===== src/design/pfg_map.vh =====
// constants for the program flash mode gating block
// assumes an 8-bit register port and a 13-bit (8 Kbyte) flash address
`ifndef PFG_MAP_VH
`define PFG_MAP_VH

// ==========================================
// register offsets
`define PFG_REG_FLASH_CONTROL_STATUS 8'h00
`define PFG_REG_CTRL 8'h01
`define PFG_REG_STAT 8'h02
`define PFG_REG_REFUSED 8'h03

// ==========================================
// flash_control_status fields and unlock keys
`define PFG_FLASH_CONTROL_STATUS_PGM 0
`define PFG_FLASH_CONTROL_STATUS_LAT 1
`define PFG_FLASH_CONTROL_STATUS_OPT 2
`define PFG_FLASH_CONTROL_STATUS_RST 3'h0
`define PFG_KEY1 8'h56
`define PFG_KEY2 8'hae

// ==========================================
// control and status fields
`define PFG_CTRL_IAP 0
`define PFG_STAT_MODE_LO 0
`define PFG_STAT_MODE_HI 1
`define PFG_STAT_IAP 2
`define PFG_STAT_UNLOCK 3
`define PFG_STAT_WLOCK 4
`define PFG_STAT_VECT 5

// ==========================================
// operating modes
`define PFG_MODE_APP 2'h0
`define PFG_MODE_ICC 2'h1
`define PFG_MODE_TOOL 2'h2

// ==========================================
// regions
`define PFG_RGN_S0 2'h0
`define PFG_RGN_S1 2'h1
`define PFG_RGN_OPT 2'h2
`define PFG_RGN_EE 2'h3

// ==========================================
// sizes and counts
`define PFG_GROUP_MAX 6'h20
`define PFG_ENTRY_EDGES 4'h5
`define PFG_BOUND_SHIFT 9
`define PFG_OPT_LOCK_BIT 7
// idle pin levels {reset pin, link clock, link data, socket}
`define PFG_PIN_IDLE 4'he

`endif


===== src/design/pfg_sync.v =====
// two-flop synchroniser for levels arriving from outside the clock domain
// assumes clk_i is the core clock; en_i freezes the stages
module pfg_sync #(
   parameter W = 1,
   parameter [W-1:0] RST = {W{1'b0}}
) (
   // clock and reset
   input wire clk_i,
   input wire sys_rst_i,
   input wire en_i,
   // data
   input wire [W-1:0] d_i,
   output reg [W-1:0] q_o
);
   reg [W-1:0] meta_q;

   always @(posedge clk_i or posedge sys_rst_i) begin
      if (sys_rst_i) begin
         // reset to the idle level so no false edge follows reset
         meta_q <= RST;
         q_o <= RST;
      end else if (en_i) begin
         meta_q <= d_i;
         q_o <= meta_q;
      end
   end
endmodule


===== src/design/pfg_buf2.v =====
// two-entry buffer with valid/ready on both sides
// assumes both sides on clk_i; en_i low freezes the entries
module pfg_buf2 #(
   parameter W = 22
) (
   // clock and reset
   input wire clk_i,
   input wire sys_rst_i,
   input wire en_i,
   // fill side
   input wire in_valid_i,
   output wire in_ready_o,
   input wire [W-1:0] in_data_i,
   // drain side
   output wire out_valid_o,
   input wire out_ready_i,
   output wire [W-1:0] out_data_o
);
   reg [W-1:0] mem_q [0:1];
   reg wp_q;
   reg rp_q;
   reg [1:0] cnt_q;
   wire push;
   wire pop;

   assign in_ready_o = en_i && (cnt_q != 2'h2);
   assign out_valid_o = en_i && (cnt_q != 2'h0);
   assign out_data_o = mem_q[rp_q];
   assign push = in_valid_i && in_ready_o;
   assign pop = out_valid_o && out_ready_i;

   always @(posedge clk_i) begin
      if (push) begin
         mem_q[wp_q] <= in_data_i;
      end
   end

   always @(posedge clk_i or posedge sys_rst_i) begin
      if (sys_rst_i) begin
         wp_q <= 1'b0;
         rp_q <= 1'b0;
         cnt_q <= 2'h0;
      end else if (en_i) begin
         if (push) begin
            wp_q <= ~wp_q;
         end
         if (pop) begin
            rp_q <= ~rp_q;
         end
         cnt_q <= cnt_q + {1'b0, push} - {1'b0, pop};
      end
   end
endmodule


===== src/design/pfg_top.v =====
// program flash mode gating: mode entry, unlock keys and region filter
// assumes core-side ports are on clk_i; link pins and reset pin are asynchronous
//
// Notes on behaviour
// - byte or group of up to 32 writes
// - erase touches only the addressed sector
// - sector 0 boundary comes from option byte
// - tool modes may write all regions until the write lock is set, then eeprom only
// - application mode: sector 1 and eeprom only
// - application mode never writes sector 0
// - detect entry sequence while reset held low
// - in-circuit entry selects system memory vector
// - in-circuit writes only from the ram driver
// - application driver must run from sector 0
// - write lock option is permanent
`include "pfg_map.vh"

module pfg_top #(
   parameter AW = 13,
   parameter GROUP_MAX = `PFG_GROUP_MAX
) (
   // clock, reset, enable
   input wire clk_i,
   input wire sys_rst_i,
   input wire ce_i,
   // device pins
   input wire rst_pin_n_i,
   input wire link_serial_clock_pin_i,
   input wire link_serial_data_pin_i,
   input wire tool_socket_i,
   // option byte contents from the nonvolatile store
   input wire [7:0] opt_byte_i,
   // core state
   input wire exec_in_sector0_i,
   input wire exec_in_ram_i,
   output reg boot_vector_sys_o,
   // register port
   input wire [7:0] reg_addr_i,
   input wire [7:0] reg_wdata_i,
   input wire reg_wr_i,
   input wire reg_rd_i,
   output reg [7:0] reg_rdata_o,
   // program / erase requests from the core
   input wire cmd_valid_i,
   output wire cmd_ready_o,
   input wire cmd_erase_i,
   input wire cmd_eeprom_i,
   input wire cmd_last_i,
   input wire [AW-1:0] cmd_addr_i,
   input wire [7:0] cmd_data_i,
   // requests passed to the array
   output wire fl_valid_o,
   input wire fl_ready_i,
   output wire fl_erase_o,
   output wire [1:0] fl_region_o,
   output wire [AW-1:0] fl_addr_o,
   output wire [7:0] fl_data_o
);
   localparam BW = 1 + 2 + AW + 8;
   localparam ST_RUN = 2'h0;
   localparam ST_HELD = 2'h1;
   localparam ST_ARMED = 2'h2;

   // ==========================================
   // pin synchronisers
   wire rst_pin_n_s;
   wire link_clk_s;
   wire link_dat_s;
   wire tool_s;

   pfg_sync #(
      .W(4),
      .RST(`PFG_PIN_IDLE)
   ) u_sync (
      .clk_i(clk_i),
      .sys_rst_i(sys_rst_i),
      .en_i(ce_i),
      .d_i({rst_pin_n_i, link_serial_clock_pin_i, link_serial_data_pin_i, tool_socket_i}),
      .q_o({rst_pin_n_s, link_clk_s, link_dat_s, tool_s})
   );

   // ==========================================
   // state
   reg [1:0] entry_st_q;
   reg [3:0] edge_cnt_q;
   reg link_clk_prev_q;
   reg [1:0] mode_q;
   reg [2:0] flash_control_status_q;
   reg key1_seen_q;
   reg unlocked_q;
   reg iap_en_q;
   reg wlock_q;
   reg [7:0] bound_q;
   reg opt_valid_q;
   reg [5:0] grp_cnt_q;
   reg [7:0] refused_q;

   wire link_rise = link_clk_s && !link_clk_prev_q;

   // ==========================================
   // region decode
   function [1:0] region_of;
      input eeprom;
      input opt;
      input [AW-1:0] addr;
      input [7:0] bound;
      begin
         if (eeprom) begin
            region_of = `PFG_RGN_EE;
         end else if (opt) begin
            region_of = `PFG_RGN_OPT;
         end else if ({{(32-AW){1'b0}}, addr} < ({24'h0, bound} << `PFG_BOUND_SHIFT)) begin
            region_of = `PFG_RGN_S0;
         end else begin
            region_of = `PFG_RGN_S1;
         end
      end
   endfunction

   // mode and region to permission
   function allowed;
      input [1:0] mode;
      input [1:0] rgn;
      input lock;
      input in_application_programming;
      input ram;
      begin
         allowed = 1'b0;
         case (mode)
            `PFG_MODE_TOOL: allowed = 1'b1;
            `PFG_MODE_ICC: allowed = ram;
            `PFG_MODE_APP: allowed = in_application_programming &&
               (rgn == `PFG_RGN_S1 || rgn == `PFG_RGN_EE);
            default: allowed = 1'b0;
         endcase
         // lock does not cover eeprom data
         if (lock && rgn != `PFG_RGN_EE) begin
            allowed = 1'b0;
         end
      end
   endfunction

   // ==========================================
   // request gate
   wire [1:0] cmd_rgn = region_of(cmd_eeprom_i, flash_control_status_q[`PFG_FLASH_CONTROL_STATUS_OPT], cmd_addr_i, bound_q);
   // iap needs the driver running out of sector 0
   wire iap_live = iap_en_q && exec_in_sector0_i;
   wire grp_room = cmd_erase_i || (grp_cnt_q < GROUP_MAX[5:0]);
   wire cmd_ok = opt_valid_q && unlocked_q && flash_control_status_q[`PFG_FLASH_CONTROL_STATUS_LAT] && grp_room &&
      allowed(mode_q, cmd_rgn, wlock_q, iap_live, exec_in_ram_i);
   wire buf_in_ready;
   wire take = cmd_valid_i && buf_in_ready;
   wire [BW-1:0] buf_out;

   // refused words are still consumed so the core never hangs on them
   assign cmd_ready_o = buf_in_ready;

   pfg_buf2 #(
      .W(BW)
   ) u_buf (
      .clk_i(clk_i),
      .sys_rst_i(sys_rst_i),
      .en_i(ce_i),
      .in_valid_i(take && cmd_ok),
      .in_ready_o(buf_in_ready),
      .in_data_i({cmd_erase_i, cmd_rgn, cmd_addr_i, cmd_data_i}),
      .out_valid_o(fl_valid_o),
      .out_ready_i(fl_ready_i),
      .out_data_o(buf_out)
   );

   // erase carries its region so the array clears that sector alone
   assign fl_erase_o = buf_out[BW-1];
   assign fl_region_o = buf_out[BW-2:BW-3];
   assign fl_addr_o = buf_out[AW+7:8];
   assign fl_data_o = buf_out[7:0];

   // ==========================================
   // entry detection while reset pin held low
   always @(posedge clk_i or posedge sys_rst_i) begin
      if (sys_rst_i) begin
         entry_st_q <= ST_RUN;
         edge_cnt_q <= 4'h0;
         link_clk_prev_q <= 1'b1;
         mode_q <= `PFG_MODE_APP;
         boot_vector_sys_o <= 1'b0;
      end else if (ce_i) begin
         link_clk_prev_q <= link_clk_s;
         case (entry_st_q)
            ST_RUN: begin
               if (!rst_pin_n_s) begin
                  entry_st_q <= ST_HELD;
                  edge_cnt_q <= 4'h0;
               end
            end
            ST_HELD: begin
               if (rst_pin_n_s) begin
                  entry_st_q <= ST_RUN;
                  mode_q <= tool_s ? `PFG_MODE_TOOL : `PFG_MODE_APP;
                  boot_vector_sys_o <= 1'b0;
               end else if (link_dat_s) begin
                  // data must stay low through the clock burst
                  edge_cnt_q <= 4'h0;
               end else if (link_rise) begin
                  if (edge_cnt_q == `PFG_ENTRY_EDGES - 4'h1) begin
                     entry_st_q <= ST_ARMED;
                  end
                  edge_cnt_q <= edge_cnt_q + 4'h1;
               end
            end
            ST_ARMED: begin
               if (rst_pin_n_s) begin
                  entry_st_q <= ST_RUN;
                  mode_q <= `PFG_MODE_ICC;
                  boot_vector_sys_o <= 1'b1;
               end
            end
            default: entry_st_q <= ST_RUN;
         endcase
      end
   end

   // ==========================================
   // option byte capture and permanent lock
   always @(posedge clk_i or posedge sys_rst_i) begin
      if (sys_rst_i) begin
         opt_valid_q <= 1'b0;
         bound_q <= 8'h0;
         wlock_q <= 1'b0;
      end else if (ce_i) begin
         // re-read the store each time the reset pin is released
         if (!opt_valid_q || (entry_st_q != ST_RUN && rst_pin_n_s)) begin
            opt_valid_q <= 1'b1;
            bound_q <= {1'b0, opt_byte_i[`PFG_OPT_LOCK_BIT-1:0]};
            wlock_q <= wlock_q | opt_byte_i[`PFG_OPT_LOCK_BIT];
         end
         // programming the lock into the option row takes effect at once
         if (take && cmd_ok && cmd_rgn == `PFG_RGN_OPT && !cmd_erase_i &&
             cmd_data_i[`PFG_OPT_LOCK_BIT]) begin
            wlock_q <= 1'b1;
         end
      end
   end

   // ==========================================
   // register writes, unlock keys, group count
   wire wr_flash_control_status = reg_wr_i && reg_addr_i == `PFG_REG_FLASH_CONTROL_STATUS;
   wire grp_end = take && cmd_ok && (cmd_last_i || cmd_erase_i);

   always @(posedge clk_i or posedge sys_rst_i) begin
      if (sys_rst_i) begin
         flash_control_status_q <= `PFG_FLASH_CONTROL_STATUS_RST;
         key1_seen_q <= 1'b0;
         unlocked_q <= 1'b0;
         iap_en_q <= 1'b0;
         grp_cnt_q <= 6'h0;
         refused_q <= 8'h0;
      end else if (ce_i) begin
         if (wr_flash_control_status) begin
            if (unlocked_q) begin
               flash_control_status_q <= reg_wdata_i[2:0];
            end else if (key1_seen_q && reg_wdata_i == `PFG_KEY2) begin
               unlocked_q <= 1'b1;
               key1_seen_q <= 1'b0;
            end else begin
               key1_seen_q <= (reg_wdata_i == `PFG_KEY1);
            end
         end
         if (reg_wr_i && reg_addr_i == `PFG_REG_CTRL) begin
            iap_en_q <= reg_wdata_i[`PFG_CTRL_IAP];
         end
         if (grp_end) begin
            // group done: close latch, relock until keys come again
            flash_control_status_q[`PFG_FLASH_CONTROL_STATUS_LAT] <= 1'b0;
            flash_control_status_q[`PFG_FLASH_CONTROL_STATUS_PGM] <= 1'b0;
            unlocked_q <= 1'b0;
            grp_cnt_q <= 6'h0;
         end else if (take && cmd_ok) begin
            grp_cnt_q <= grp_cnt_q + 6'h1;
         end
         if (take && !cmd_ok && refused_q != 8'hff) begin
            refused_q <= refused_q + 8'h1;
         end else if (reg_wr_i && reg_addr_i == `PFG_REG_REFUSED) begin
            refused_q <= 8'h0;
         end
      end
   end

   // ==========================================
   // register reads, one cycle later
   always @(posedge clk_i or posedge sys_rst_i) begin
      if (sys_rst_i) begin
         reg_rdata_o <= 8'h0;
      end else if (ce_i) begin
         reg_rdata_o <= 8'h0;
         if (reg_rd_i) begin
            case (reg_addr_i)
               `PFG_REG_FLASH_CONTROL_STATUS: reg_rdata_o <= {5'h0, flash_control_status_q};
               `PFG_REG_CTRL: reg_rdata_o <= {7'h0, iap_en_q};
               `PFG_REG_STAT: reg_rdata_o <= {2'h0, boot_vector_sys_o, wlock_q,
                  unlocked_q, iap_live, mode_q};
               `PFG_REG_REFUSED: reg_rdata_o <= refused_q;
               default: reg_rdata_o <= 8'h0;
            endcase
         end
      end
   end
endmodule


===== config.mk =====
export PLATFORM = sky130hd
export DESIGN_NAME = pfg_top
export DESIGN_NICKNAME = d
export VERILOG_FILES = /design/src/design/pfg_sync.v /design/src/design/pfg_buf2.v /design/src/design/pfg_top.v
export VERILOG_INCLUDE_DIRS = /design/src /design/src/design
export SDC_FILE = /design/constraint.sdc
export NUM_CORES = 1
export LEC_CHECK = 0
export BUFFER_PORTS_ARGS = -buffer_cell sky130_fd_sc_hd__buf_4
export CAP_MARGIN = 20
export CORE_AREA = 2 2 107 109
export DETAILED_ROUTE_END_ITERATION = 8
export DIE_AREA = 0 0 109 111
export HOLD_SLACK_MARGIN = 0.1
export PLACE_DENSITY_LB_ADDON = 0.08
export SLEW_MARGIN = 10
export SYNTH_ARGS = -nofsm -noshare
export SYNTH_HDL_FRONTEND = slang
export SYNTH_SLANG_ARGS = --single-unit
export TNS_END_PERCENT = 100

===== constraint.sdc =====
create_clock -name clk_i -period 3.5 [get_ports clk_i]
set_input_delay 1.05 -clock clk_i [delete_from_list [all_inputs] [get_ports clk_i]]
set_output_delay 1.05 -clock clk_i [all_outputs]
set_load 0.005 [all_outputs]

After elaboration in Yosys (flattened, before gate mapping)
Memories as Yosys holds them, arrays and structs flattened.
Cells that the tools add are included.
{ "totals": {"wordCells": 158, "output_inout_bits": 35, "ff_bits": 59, "in_bits": 61, "mem_bits_ro": 0, "latch_bits": 0, "mem_count": 1, "ram_bits": 48} }
{ "op_classes": {"n_eq_ne": 24, "shifts": 0, "magnitude_cmp": 2, "n_bitwise": 4, "div": 0, "mux": 42, "reduce_logical": 59, "mul": 0, "add_sub_neg": 5} }
{ "mem_list": {"columns": ["name", "words", "width", "read_ports", "rd_ports_with_merged_regs", "wr", "line_no", "text"], "rows": [
  ["u_buf.mem_q", 2, 24, 1, 0, 1, "pfg_buf2.v:19", "reg [W-1:0] mem_q [0:1];"]
]} }
{ "op_table": {"columns": ["operator", "count"], "rows": [
  ["$pmux 8 s4", 1],
  ["$mux 2", 14],
  ["$logic_and 1x1->1", 25],
  ["$mux 8", 3],
  ["$reduce_bool 2->1", 9],
  ["$eq 8x2->1 const B", 2],
  ["$lt 13x16->1", 1],
  ["$mux 4", 4],
  ["$reduce_and 2->1", 8],
  ["$mux 1", 13],
  ["$mux 6", 2],
  ["$ne 3x2->1 const B", 4],
  ["$reduce_and 3->1", 3],
  ["$add 8x1->8 const B", 1],
  ["$eq 2x2->1 const B", 4],
  ["$eq 8x1->1 const B", 1],
  ["$eq 8x7->1 const B", 1],
  ["$eq 8x8->1 const B", 1],
  ["$logic_not 8->1", 1],
  ["$ne 2x2->1 const B", 4],
  ["$ne 8x8->1 const B", 1],
  ["$pmux 4 s2", 1],
  ["$add 6x1->6 const B", 1],
  ["$eq 2x1->1 const B", 3],
  ["18 further kinds", 28]
]} }

Logic depth before layout (Yosys ltp)
Gate-level depths: netlist of run 1.
{ "depth": {"depth_word": 16, "mapped_depth": 13, "depth_no_buf": 11} }

Hierarchy
Synthesis of run 1 repeated with hierarchy kept, for this count alone.
{ "hier_totals": {"hier_cells": 370, "area_unflattened_um2": 4895.9} }
{ "by_module_without_submodules": {"columns": ["mod", "seq_area_each_um2", "area_per_inst_um2", "cells_each", "n_inst"], "rows": [
  ["pfg_top", 1152.4, 2484.9, 256, 1],
  ["pfg_buf2", 1541.5, 2068.2, 96, 1],
  ["pfg_sync", 207.7, 342.8, 18, 1]
]} }

Worst setup path before layout of run 1
Ideal clock, no wire load.
{ "synth_timing": {"path_kind": "input to register", "start": "in cmd_addr_i[11]", "end": "mem u_buf.mem_q[0][0] (netlist bit), enable pin", "arrival_time_ns": 3.150, "t_required_ns": 3.095, "setup_slack_ns": -0.055, "n_path_buf": 1, "setup_time_ns": 0.405, "stages": 7, "cell_sequence": "ha_1 nand2_1 o21ai_0 nand4_1 a211o_1 buf_6 nor2_1"} }
{ "synth_via": {"elab_chain_len": 14, "elab_cells_between_ends": 17, "cone_classes": "order compare: 1; eq/ne: 3; mux: 7; reduce/logical: 6"} }
{ "synth_lines": {"columns": ["element", "line_no", "text"], "rows": [
  ["start: declaration", "pfg_top.v:49", "input wire [AW-1:0] cmd_addr_i,"],
  ["$lt 13x16->1 (*)", "pfg_top.v:112", "end else if ({{(32-AW){1'b0}}, addr} < ({24'h0, bound} << `PFG_BOUND_SHIFT)) begin"],
  ["$mux 1 (*)", "pfg_top.v:112", null],
  ["$mux 2 (*)", "pfg_top.v:110", "end else if (opt) begin"],
  ["$mux 2 (*)", "pfg_top.v:108", "if (eeprom) begin"],
  ["$eq 2x1->1 (no line) or $eq 2x2->1 (tied branches)", null, null],
  ["$logic_or 1x1->1 (no line)", null, null],
  ["$logic_and 1x1->1", "pfg_top.v:132", "`PFG_MODE_APP: allowed = in_application_programming &&"],
  ["$pmux 1 s3", "pfg_top.v:129", "case (mode)"],
  ["$mux 1 (*)", "pfg_top.v:137", "if (lock && rgn != `PFG_RGN_EE) begin"],
  ["$logic_and 1x1->1 (*)", "pfg_top.v:149", "wire cmd_ok = opt_valid_q && unlocked_q && flash_control_status_q[`PFG_FLASH_CONTROL_STATUS_LAT] && grp_room & ..."],
  ["$logic_and 1x1->1 (*)", "pfg_top.v:164", ".in_valid_i(take && cmd_ok),"],
  ["$logic_and 1x1->1 (*)", "pfg_buf2.v:29", "assign push = in_valid_i && in_ready_o;"],
  ["$mux 1 (*)", "pfg_buf2.v:33", "if (push) begin"],
  ["$mux 1 (implied by the code) (*)", "pfg_buf2.v:34", "mem_q[wp_q] <= in_data_i;"],
  ["end: declaration", "pfg_buf2.v:19", null]
]} }
Every way passes the cells marked *; elsewhere a longest branch is shown, timed or not.

Final worst setup path of run 1
{ "layout_timing": {"start": "in ce_i", "end": "out cmd_ready_o"} }
{ "layout_via": {"elab_chain_len": 1} }
{ "layout_lines": {"columns": ["element", "line_no", "text"], "rows": [
  ["start: declaration", "pfg_top.v:25", "input wire ce_i,"],
  ["$logic_and 1x1->1", "pfg_buf2.v:26", "assign in_ready_o = en_i && (cnt_q != 2'h2);"],
  ["end: declaration", "pfg_top.v:45", "output wire cmd_ready_o,"]
]} }
No other way between the ends.

==> flow_summary.json, run 1 <==
{
  "fin_area_mm2": 0.00603,
  "fin_crit_sh": 0.848,
  "tightestPinTransition_ps": 417,
  "status": "finished, final reports clean",
  "cts_root_buf": "clkbuf_16",
  "wl_um": 9740,
  "worstPathCellList": "buf_4, inv_1, a21oi_1, buf_4",
  "firstDrtPassIters": 4,
  "cts_resized": 0,
  "grt_usage": 0.168,
  "num-fill-cells": 946,
  "end_kind": "output port",
  "postPlaceCellArea_mm2": 0.00569,
  "placed_cells": 600,
  "cp_slowest_cell": "inv_1",
  "slew_headroom": 0.721,
  "drive_gt1_frac": 0.389,
  "via_count": 3194,
  "htreeDepth": 3,
  "postSynthAreaPerCell_um2": 12.9,
  "initial_core_util": 0.431,
  "start_kind": "input port",
  "grt_pass1_wl_um": 15600,
  "cts.sink_count": 106,
  "synth_ff_type": "dfrtp_1",
  "post_cts_buffers": 0,
  "min_period_ps": 2970,
  "synth-edff-count": 48,
  "rsz0062_at_grt": "false",
  "multi_input_area_mm2": 0.00175,
  "setup_ws_ps": 530,
  "synth_async_sr_flop_share": 0.547,
  "critPathMostFrequentCell": "buf_4",
  "seq_area_frac_synth": 0.607,
  "finalClockSkew_ps": 6.90,
  "clk_latency_ps": 350,
  "syn_nets": 443,
  "powerDensity_mw_per_mm2": 604,
  "die_y_um": 111,
  "drt_iter0_markers": 136,
  "setup_viol_count_final": 0,
  "syn_area_mm2": 0.00478,
  "place_ws_ps": 332,
  "ys_top_cells_by_area": "edfxtp_1 30%, dfrtp_1 27%, mux2_2 9.4%",
  "grt_max_degree": 25,
  "layout_common_cells": "101 x buf_4, 51 x dfrtp_1, 48 x edfxtp_1, 40 x mux2_2, 22 x nand2_1",
  "overflow": 0,
  "ir_worst_vdd_mv": 0.307,
  "wl_per_cell_um": 15.8,
  "synthesis.instances": 370,
  "min_to": "u_buf.rp_q",
  "antenna_found_initial": 0,
  "hold_ws_ps": 472,
  "r2r_end": "u_buf.mem_q[1][5]",
  "hold_buffers": 0,
  "die-area_mm2": 0.0121,
  "final_common_cell": "buf_4",
  "synth_cell_types": 53,
  "leakage_nw": 2.54,
  "cts_buffer_depth": 2,
  "min_from": "u_buf.rp_q",
  "yosysTopAreaCellShare": 0.302,
  "crit_path_max_incr_delay_ps": 250,
  "synth.yosys.warnings": 0,
  "nets": 541,
  "whs_path_depth": 1,
  "setup_tns_ps": 0,
  "antenna_left": 0,
  "antenna_cells": 0,
  "gp_congestion": 0.775,
  "clk_pin_slew_worst_paths_ps": 70,
  "die-width_um": 109,
  "fin_cells": 616,
  "synth_seq_cells": 106,
  "synth_largest_area_cell": "edfxtp_1",
  "fp.coreArea_mm2": 0.0111,
  "viasPerCell": 5.19,
  "path_buf_inv": 3,
  "critPathMaxFanout": 20,
  "r2r_slack_ps": 1120,
  "timing.rr.start": "bound_q[2]",
  "drc_errors": 0,
  "cts_buffers": 9,
  "r2r_cells": 9,
  "hp-class": "register to register",
  "regArea_mm2": 0.00290,
  "num_rows": 39,
  "num_io_pins": 96,
  "path_delay_family": "buffers and inverters",
  "worstPathArrival_ps": 1920,
  "max_freq_ghz": 0.337,
  "synthToLayoutAreaGrowth_pct": 26.2,
  "place_hpwl_um": 6970,
  "finalHoldViolations": 0,
  "cap_violations": 0,
  "grt_pass1_vias": 3147,
  "worstSetupPathType": "input port to output port",
  "port_buffers": 95,
  "slew_violations": 0,
  "crit_required_ps": 2450,
  "tritoncts": "done"
}
## cells in the mapped netlist (all sizes together) (8+ instances only)
master  number
inv         17
clkbuf      11
nand2       22
a21oi       11
ha          12
mux2        40
dfrtp       51
nor2        20
mux2i        8
nand3       13
nand2b       9
edfxtp      48
o21ai       17
## worst max path at each step
| stage | end | from | cells after the start |
|---|---|---|---|
| 5_1_grt | cmd_ready_o | ce_i | 4 |
| 4_1_cts | cmd_ready_o | ce_i | 4 |
| 2_1_floorplan | u_buf.mem_q[1][0] | cmd_addr_i[11] | 9 |
| 3_5_place_dp | u_buf.mem_q[1][6] | cmd_addr_i[11] | 9 |
| 6_report | cmd_ready_o | ce_i | 4 |
| 3_3_place_gp | u_buf.mem_q[1][11] | cmd_addr_i[11] | 9 |
## cells by family (layout without fill, tap and decap cells)
logic type | count (synthesis) | in the layout | synth area share
flops | 106 | 106 | 0.607
simple gates | 95 | 95 | 0.106
compound gates | 68 | 68 | 0.0992
mux | 49 | 49 | 0.116
buf+inv | 33 | 136 | 0.0280
fa+ha+maj | 12 | 12 | 0.0314
xor+xnor | 7 | 7 | 0.0128
## cell type report
class                      instances  share of cell area
clock inverter                     6              0.0189
multi-input combinational        231               0.290
clock buffer                      10              0.0380
inverter                          17              0.0106
timing repair buffer             103               0.132
tap                              143              0.0297
sequential                       106               0.481
## stage by stage
step	utilization	power, W
floorplan	-	0.00217
global placement	0.514	0.00251
detailed placement	0.514	0.00252
CTS	0.545	0.00367
global route	0.545	0.00385
finish	0.545	0.00364
## sequential cells by signal, indices dropped and copies added (netlist names)
register / cells
u_buf.mem_q: 48
refused_q: 8
reg_rdata_o: 8
bound_q: 7
grp_cnt_q: 6
edge_cnt_q: 4
u_sync.meta_q: 4
u_sync.q_o: 4
flash_control_status_q: 3
entry_st_q: 2
mode_q: 2
u_buf.cnt_q: 2
iap_en_q: 1
key1_seen_q: 1
link_clk_prev_q: 1
opt_valid_q: 1
u_buf.rp_q: 1
u_buf.wp_q: 1
unlocked_q: 1
wlock_q: 1
## routing by layer
metal / global-route usage / vias to the layer above / routed length (um)
met1: 0.233 / 1527 / 4570
met3: 0.0464 / 11 / 668
met2: 0.256 / 92 / 4370
met5: 0 / - / 0
li1: - / 1564 / -
met4: 0.0530 / 0 / 126
## report_power, final
part | internal, W | leakage (nW) | switching [W]
Combinational | 0.000493 | 1.21 | 0.000420
Clock | 0.000702 | 0.159 | 0.000444
Sequential | 0.00145 | 1.17 | 0.000136
## worst register-to-register path: stages, from the launching register on
cell,delay [ps]
dfrtp_1,320
inv_1,50
ha_1,280
nand2_1,40
o21ai_0,290
nand4_1,190
a211o_1,320
inv_1,170
and2_1,200
buf_12,190
No activity file was read; power rests on OpenSTA's default activity.
==> inputs of run 2 (changes only) <==
clock period = 2.7 ns   (was 3.5 ns; I/O delays follow)
==> flow_summary.json, run 2 (synthesis results as in run 1) <==
{
  "cts_resized": 0,
  "fp.coreArea_mm2": 0.0111,
  "cap_violations": 0,
  "wl_met1_um": 4640,
  "p_total_w": 0.00447,
  "status": "finished, final reports clean",
  "start_kind": "register",
  "route.met3.wl_um": 551,
  "worstPathArrival_ps": 1580,
  "place_ws_ps": -73.7,
  "highest_layer": "met4",
  "finalClockSkew_ps": 7.44,
  "slew_violations": 0,
  "firstDrtPassIters": 4,
  "wl_um": 10000,
  "min_period_ps": 2390,
  "htreeDepth": 3,
  "rsz0062_at_grt": "false",
  "layout_common_cells": "112 x buf_4, 51 x dfrtp_1, 48 x edfxtp_1, 40 x mux2_2, 22 x nand2_1",
  "reg_top3": "u_buf.mem_q x48, refused_q x8, reg_rdata_o x8",
  "critPathMostFrequentCell": "buf_4",
  "cts.sink_count": 106,
  "wl_per_cell_um": 16.0,
  "setup_viol_count_final": 0,
  "tritoncts": "done",
  "critPathMaxFanout": 24,
  "largest_reg_flops": 48,
  "synthToLayoutAreaGrowth_pct": 27.1,
  "place_hpwl_um": 7260,
  "tightestPinTransition_ps": 567,
  "hp-class": "register to register",
  "grt_pass1_wl_um": 16100,
  "worstPathCellList": "buf_4, mux2_2, buf_4",
  "slew_headroom": 0.621,
  "viasPerCell": 5.24,
  "overflow": 0,
  "cts_buffers": 9,
  "crit_required_ps": 1890,
  "cp_slowest_cell": "mux2_2",
  "hold_ws_ps": 479,
  "num-fill-cells": 983,
  "num_rows": 39,
  "worstSetupPathType": "register to output port",
  "antenna_left": 0,
  "port_buffers": 95,
  "die-area_mm2": 0.0121,
  "crit_path_max_incr_delay_ps": 390,
  "via_count": 3293,
  "initial_core_util": 0.431,
  "end_kind": "output port",
  "die-width_um": 109,
  "final_common_cell": "buf_4",
  "dr_wl_met2_um": 4710,
  "fin_crit_sh": 0.886,
  "hold_buffers": 0,
  "drt_iter0_markers": 114,
  "gp_congestion": 0.782,
  "post_cts_buffers": 0,
  "grt_pass1_vias": 3229,
  "ir_worst_vdd_mv": 0.358,
  "cts_buffer_depth": 2,
  "powerDensity_mw_per_mm2": 736,
  "grt_usage": 0.172,
  "utilization": 0.549,
  "finalHoldViolations": 0,
  "clk_latency_ps": 340,
  "cts_root_buf": "clkbuf_16",
  "largest-register": "u_buf.mem_q",
  "die_y_um": 111,
  "num_io_pins": 96,
  "antenna_found_initial": 0,
  "drive_gt1_frac": 0.408,
  "setup_ws_ps": 307,
  "drc_errors": 0,
  "clk_pin_slew_worst_paths_ps": 70,
  "antenna_cells": 0,
  "leakage_nw": 2.58,
  "grt_max_degree": 34,
  "nets": 553,
  "max_freq_ghz": 0.418
}
[run 2: power breakdown]
group          internal, W  total [W]  switching [W]
combinational     0.000650    0.00119       0.000545
sequential         0.00188    0.00205       0.000173
clock             0.000633    0.00123       0.000593
total              0.00316    0.00447        0.00131
[run 2: final timing paths]
check	from	to	slack (ps)	depth (start not counted)
setup / recovery	u_buf.rp_q	fl_region_o[1]	310	3
hold / removal	u_buf.rp_q	u_buf.rp_q	480	1
setup reg to reg	mode_q[1]	grp_cnt_q[4]	450	7
hold reg to reg	u_buf.rp_q	u_buf.rp_q	480	1
max in group asynchronous	sys_rst_i	bound_q[0]	1600	3
min in group asynchronous	sys_rst_i	entry_st_q[0]	520	2
[run 2: final cells by class]
class | count | area, um2 | share of cell area
Tap cell | 143 | 179 | 0.0294
Inverter | 17 | 63.8 | 0.0105
Sequential cell | 106 | 2900 | 0.478
Timing Repair Buffer | 115 | 901 | 0.148
Clock inverter | 7 | 51.3 | 0.00844
Multi-Input combinational cell | 231 | 1750 | 0.289
Clock buffer | 9 | 225 | 0.0371
[run 2: critical path: cells and delay by family, from the launching register on]
family,cells,cell delay [ps]
buf+inv,2,460
mux,1,390
flops,1,370
[run 2: metrics by stage]
step	TNS (ps)	instance area [um2]	std cells
after floorplan	0	4790	370
after global placement	-1920	5800	612
after detailed placement	-2620	5800	612
after CTS	0	6080	628
after global routing	0	6080	628
final	0	6080	628
[run 2: routing by layer]
metal / up-vias / GRT usage
li1: 1582 / -
met1: 1615 / 0.237
met2: 85 / 0.271
met3: 11 / 0.0288
met4: 0 / 0.0650
met5: - / 0
==> inputs of run 3 (changes only) <==
clock period = 2.32 ns   (was 2.7 ns; I/O delays follow)
==> flow_summary.json, run 3 (synthesis results as in run 1) <==
{
  "status": "finished, final reports clean",
  "tritoncts": "done",
  "drt_iter0_markers": 104,
  "nets": 563,
  "grt_pass1_wl_um": 16200,
  "antenna_found_initial": 0,
  "cts.sink_count": 106,
  "num_rows": 39,
  "place_hpwl_um": 7210,
  "cts_root_buf": "clkbuf_16",
  "postPlaceCellArea_mm2": 0.00592,
  "grt_max_degree": 59,
  "cts_buffer_depth": 2,
  "num_io_pins": 96,
  "end_kind": "register",
  "post_cts_buffers": 0,
  "finalHoldViolations": 0,
  "powerDensity_mw_per_mm2": 861,
  "drc_errors": 0,
  "port_buffers": 95,
  "via_count": 3302,
  "grt_usage": 0.173,
  "finalClockSkew_ps": 6.90,
  "reg_top3": "u_buf.mem_q x48, refused_q x8, reg_rdata_o x8",
  "crit_required_ps": 2360,
  "antenna_cells": 0,
  "wl_per_cell_um": 15.5,
  "tightestPinTransition_ps": 342,
  "final_common_cell": "buf_4",
  "cts_buffers": 9,
  "die_y_um": 111,
  "drive_gt1_frac": 0.426,
  "largest_reg_flops": 48,
  "setup_viol_count_final": 0,
  "num-fill-cells": 928,
  "initial_core_util": 0.431,
  "max_freq_ghz": 0.443,
  "worstPathArrival_ps": 2300,
  "fin_crit_sh": 0.972,
  "viasPerCell": 5.18,
  "critPathMaxFanout": 24,
  "gp_congestion": 0.820,
  "overflow": 0,
  "leakage_nw": 2.64,
  "worstSetupPathType": "input port to register",
  "wl_um": 9910,
  "hp-class": "input port to asynchronous set/reset pin",
  "die-area_mm2": 0.0121,
  "layout_common_cells": "120 x buf_4, 51 x dfrtp_1, 48 x edfxtp_1, 40 x mux2_2, 22 x nand2_1",
  "slew_headroom": 0.770,
  "p_total_w": 0.00536,
  "clk_latency_ps": 340,
  "setup_tns_ps": 0,
  "fp.coreArea_mm2": 0.0111,
  "ir_worst_vdd_mv": 0.468,
  "rsz0062_at_grt": "false",
  "cap_violations": 0,
  "die-width_um": 109,
  "fin_area_mm2": 0.00623,
  "antenna_left": 0,
  "utilization": 0.562,
  "min_period_ps": 2260,
  "clk_pin_slew_worst_paths_ps": 70,
  "grt_pass1_vias": 3253,
  "firstDrtPassIters": 4,
  "start_kind": "input port",
  "largest-register": "u_buf.mem_q",
  "htreeDepth": 3,
  "synthToLayoutAreaGrowth_pct": 30.3,
  "slew_violations": 0
}
-- run 3: final cells by class --
| cell class | count | area, um2 | share of cell area |
|---|---|---|---|
| Multi-Input combinational cell | 231 | 1790 | 0.287 |
| Sequential cell | 106 | 2900 | 0.466 |
| Clock buffer | 10 | 229 | 0.0368 |
| Clock inverter | 6 | 65.1 | 0.0105 |
| Tap cell | 143 | 179 | 0.0287 |
| Inverter | 17 | 63.8 | 0.0102 |
| Timing Repair Buffer | 125 | 1000 | 0.161 |
-- run 3: path summary, 6_finish.rpt --
check	from	endpoint	slack (ps)	cells past startpoint
worst max-delay path	cmd_addr_i[11]	u_buf.mem_q[0][2]	60	9
worst min-delay path	sys_rst_i	edge_cnt_q[2]	410	3
worst max register to register	bound_q[2]	u_buf.mem_q[0][2]	150	9
worst min register to register	reg_rdata_o[2]	reg_rdata_o[2]	490	1
max in group asynchronous	sys_rst_i	u_sync.q_o[3]	1620	3
min in group clk_i	reg_rdata_o[2]	reg_rdata_o[2]	490	1
-- run 3: worst max-delay path, stage by stage --
cell     delay, ps
buf_4          120
ha_4           250
nand2_1         50
o21ai_1        220
nand4_1        150
a211o_1        350
buf_4          170
nor2_4          90
buf_12         190
-- run 3: power breakdown --
group / leakage (nW) / switching [W] / internal, W
Combinational: 1.33 / 0.000657 / 0.000819
Clock: 0.139 / 0.000665 / 0.000838
Sequential: 1.17 / 0.000194 / 0.00218
Total: 2.64 / 0.00152 / 0.00384
-- run 3: per-stage QoR --
step           instances  setup WS [ps]  hold slack [ps]
3_5_place_dp         622           -298              476
2_1_floorplan        370           -170              458
5_1_grt              638           12.0              434
6_report             638           64.8              414
4_1_cts              638           52.9              424
3_3_place_gp         622           -280              471
-- run 3: metal layers --
metal,share of wire,track usage,vias to the layer above
li1,-,-,1599
met2,0.47,0.267,82
met5,0,0,-
met1,0.46,0.233,1608
met4,0.018,0.0590,0
met3,0.053,0.0494,13
-- run 3: repair_timing --
action | CTS | global route
gates resized for setup | 0 | 1
endpoints found under the setup margin | 0 | 1
hold buffers | 0 | 0
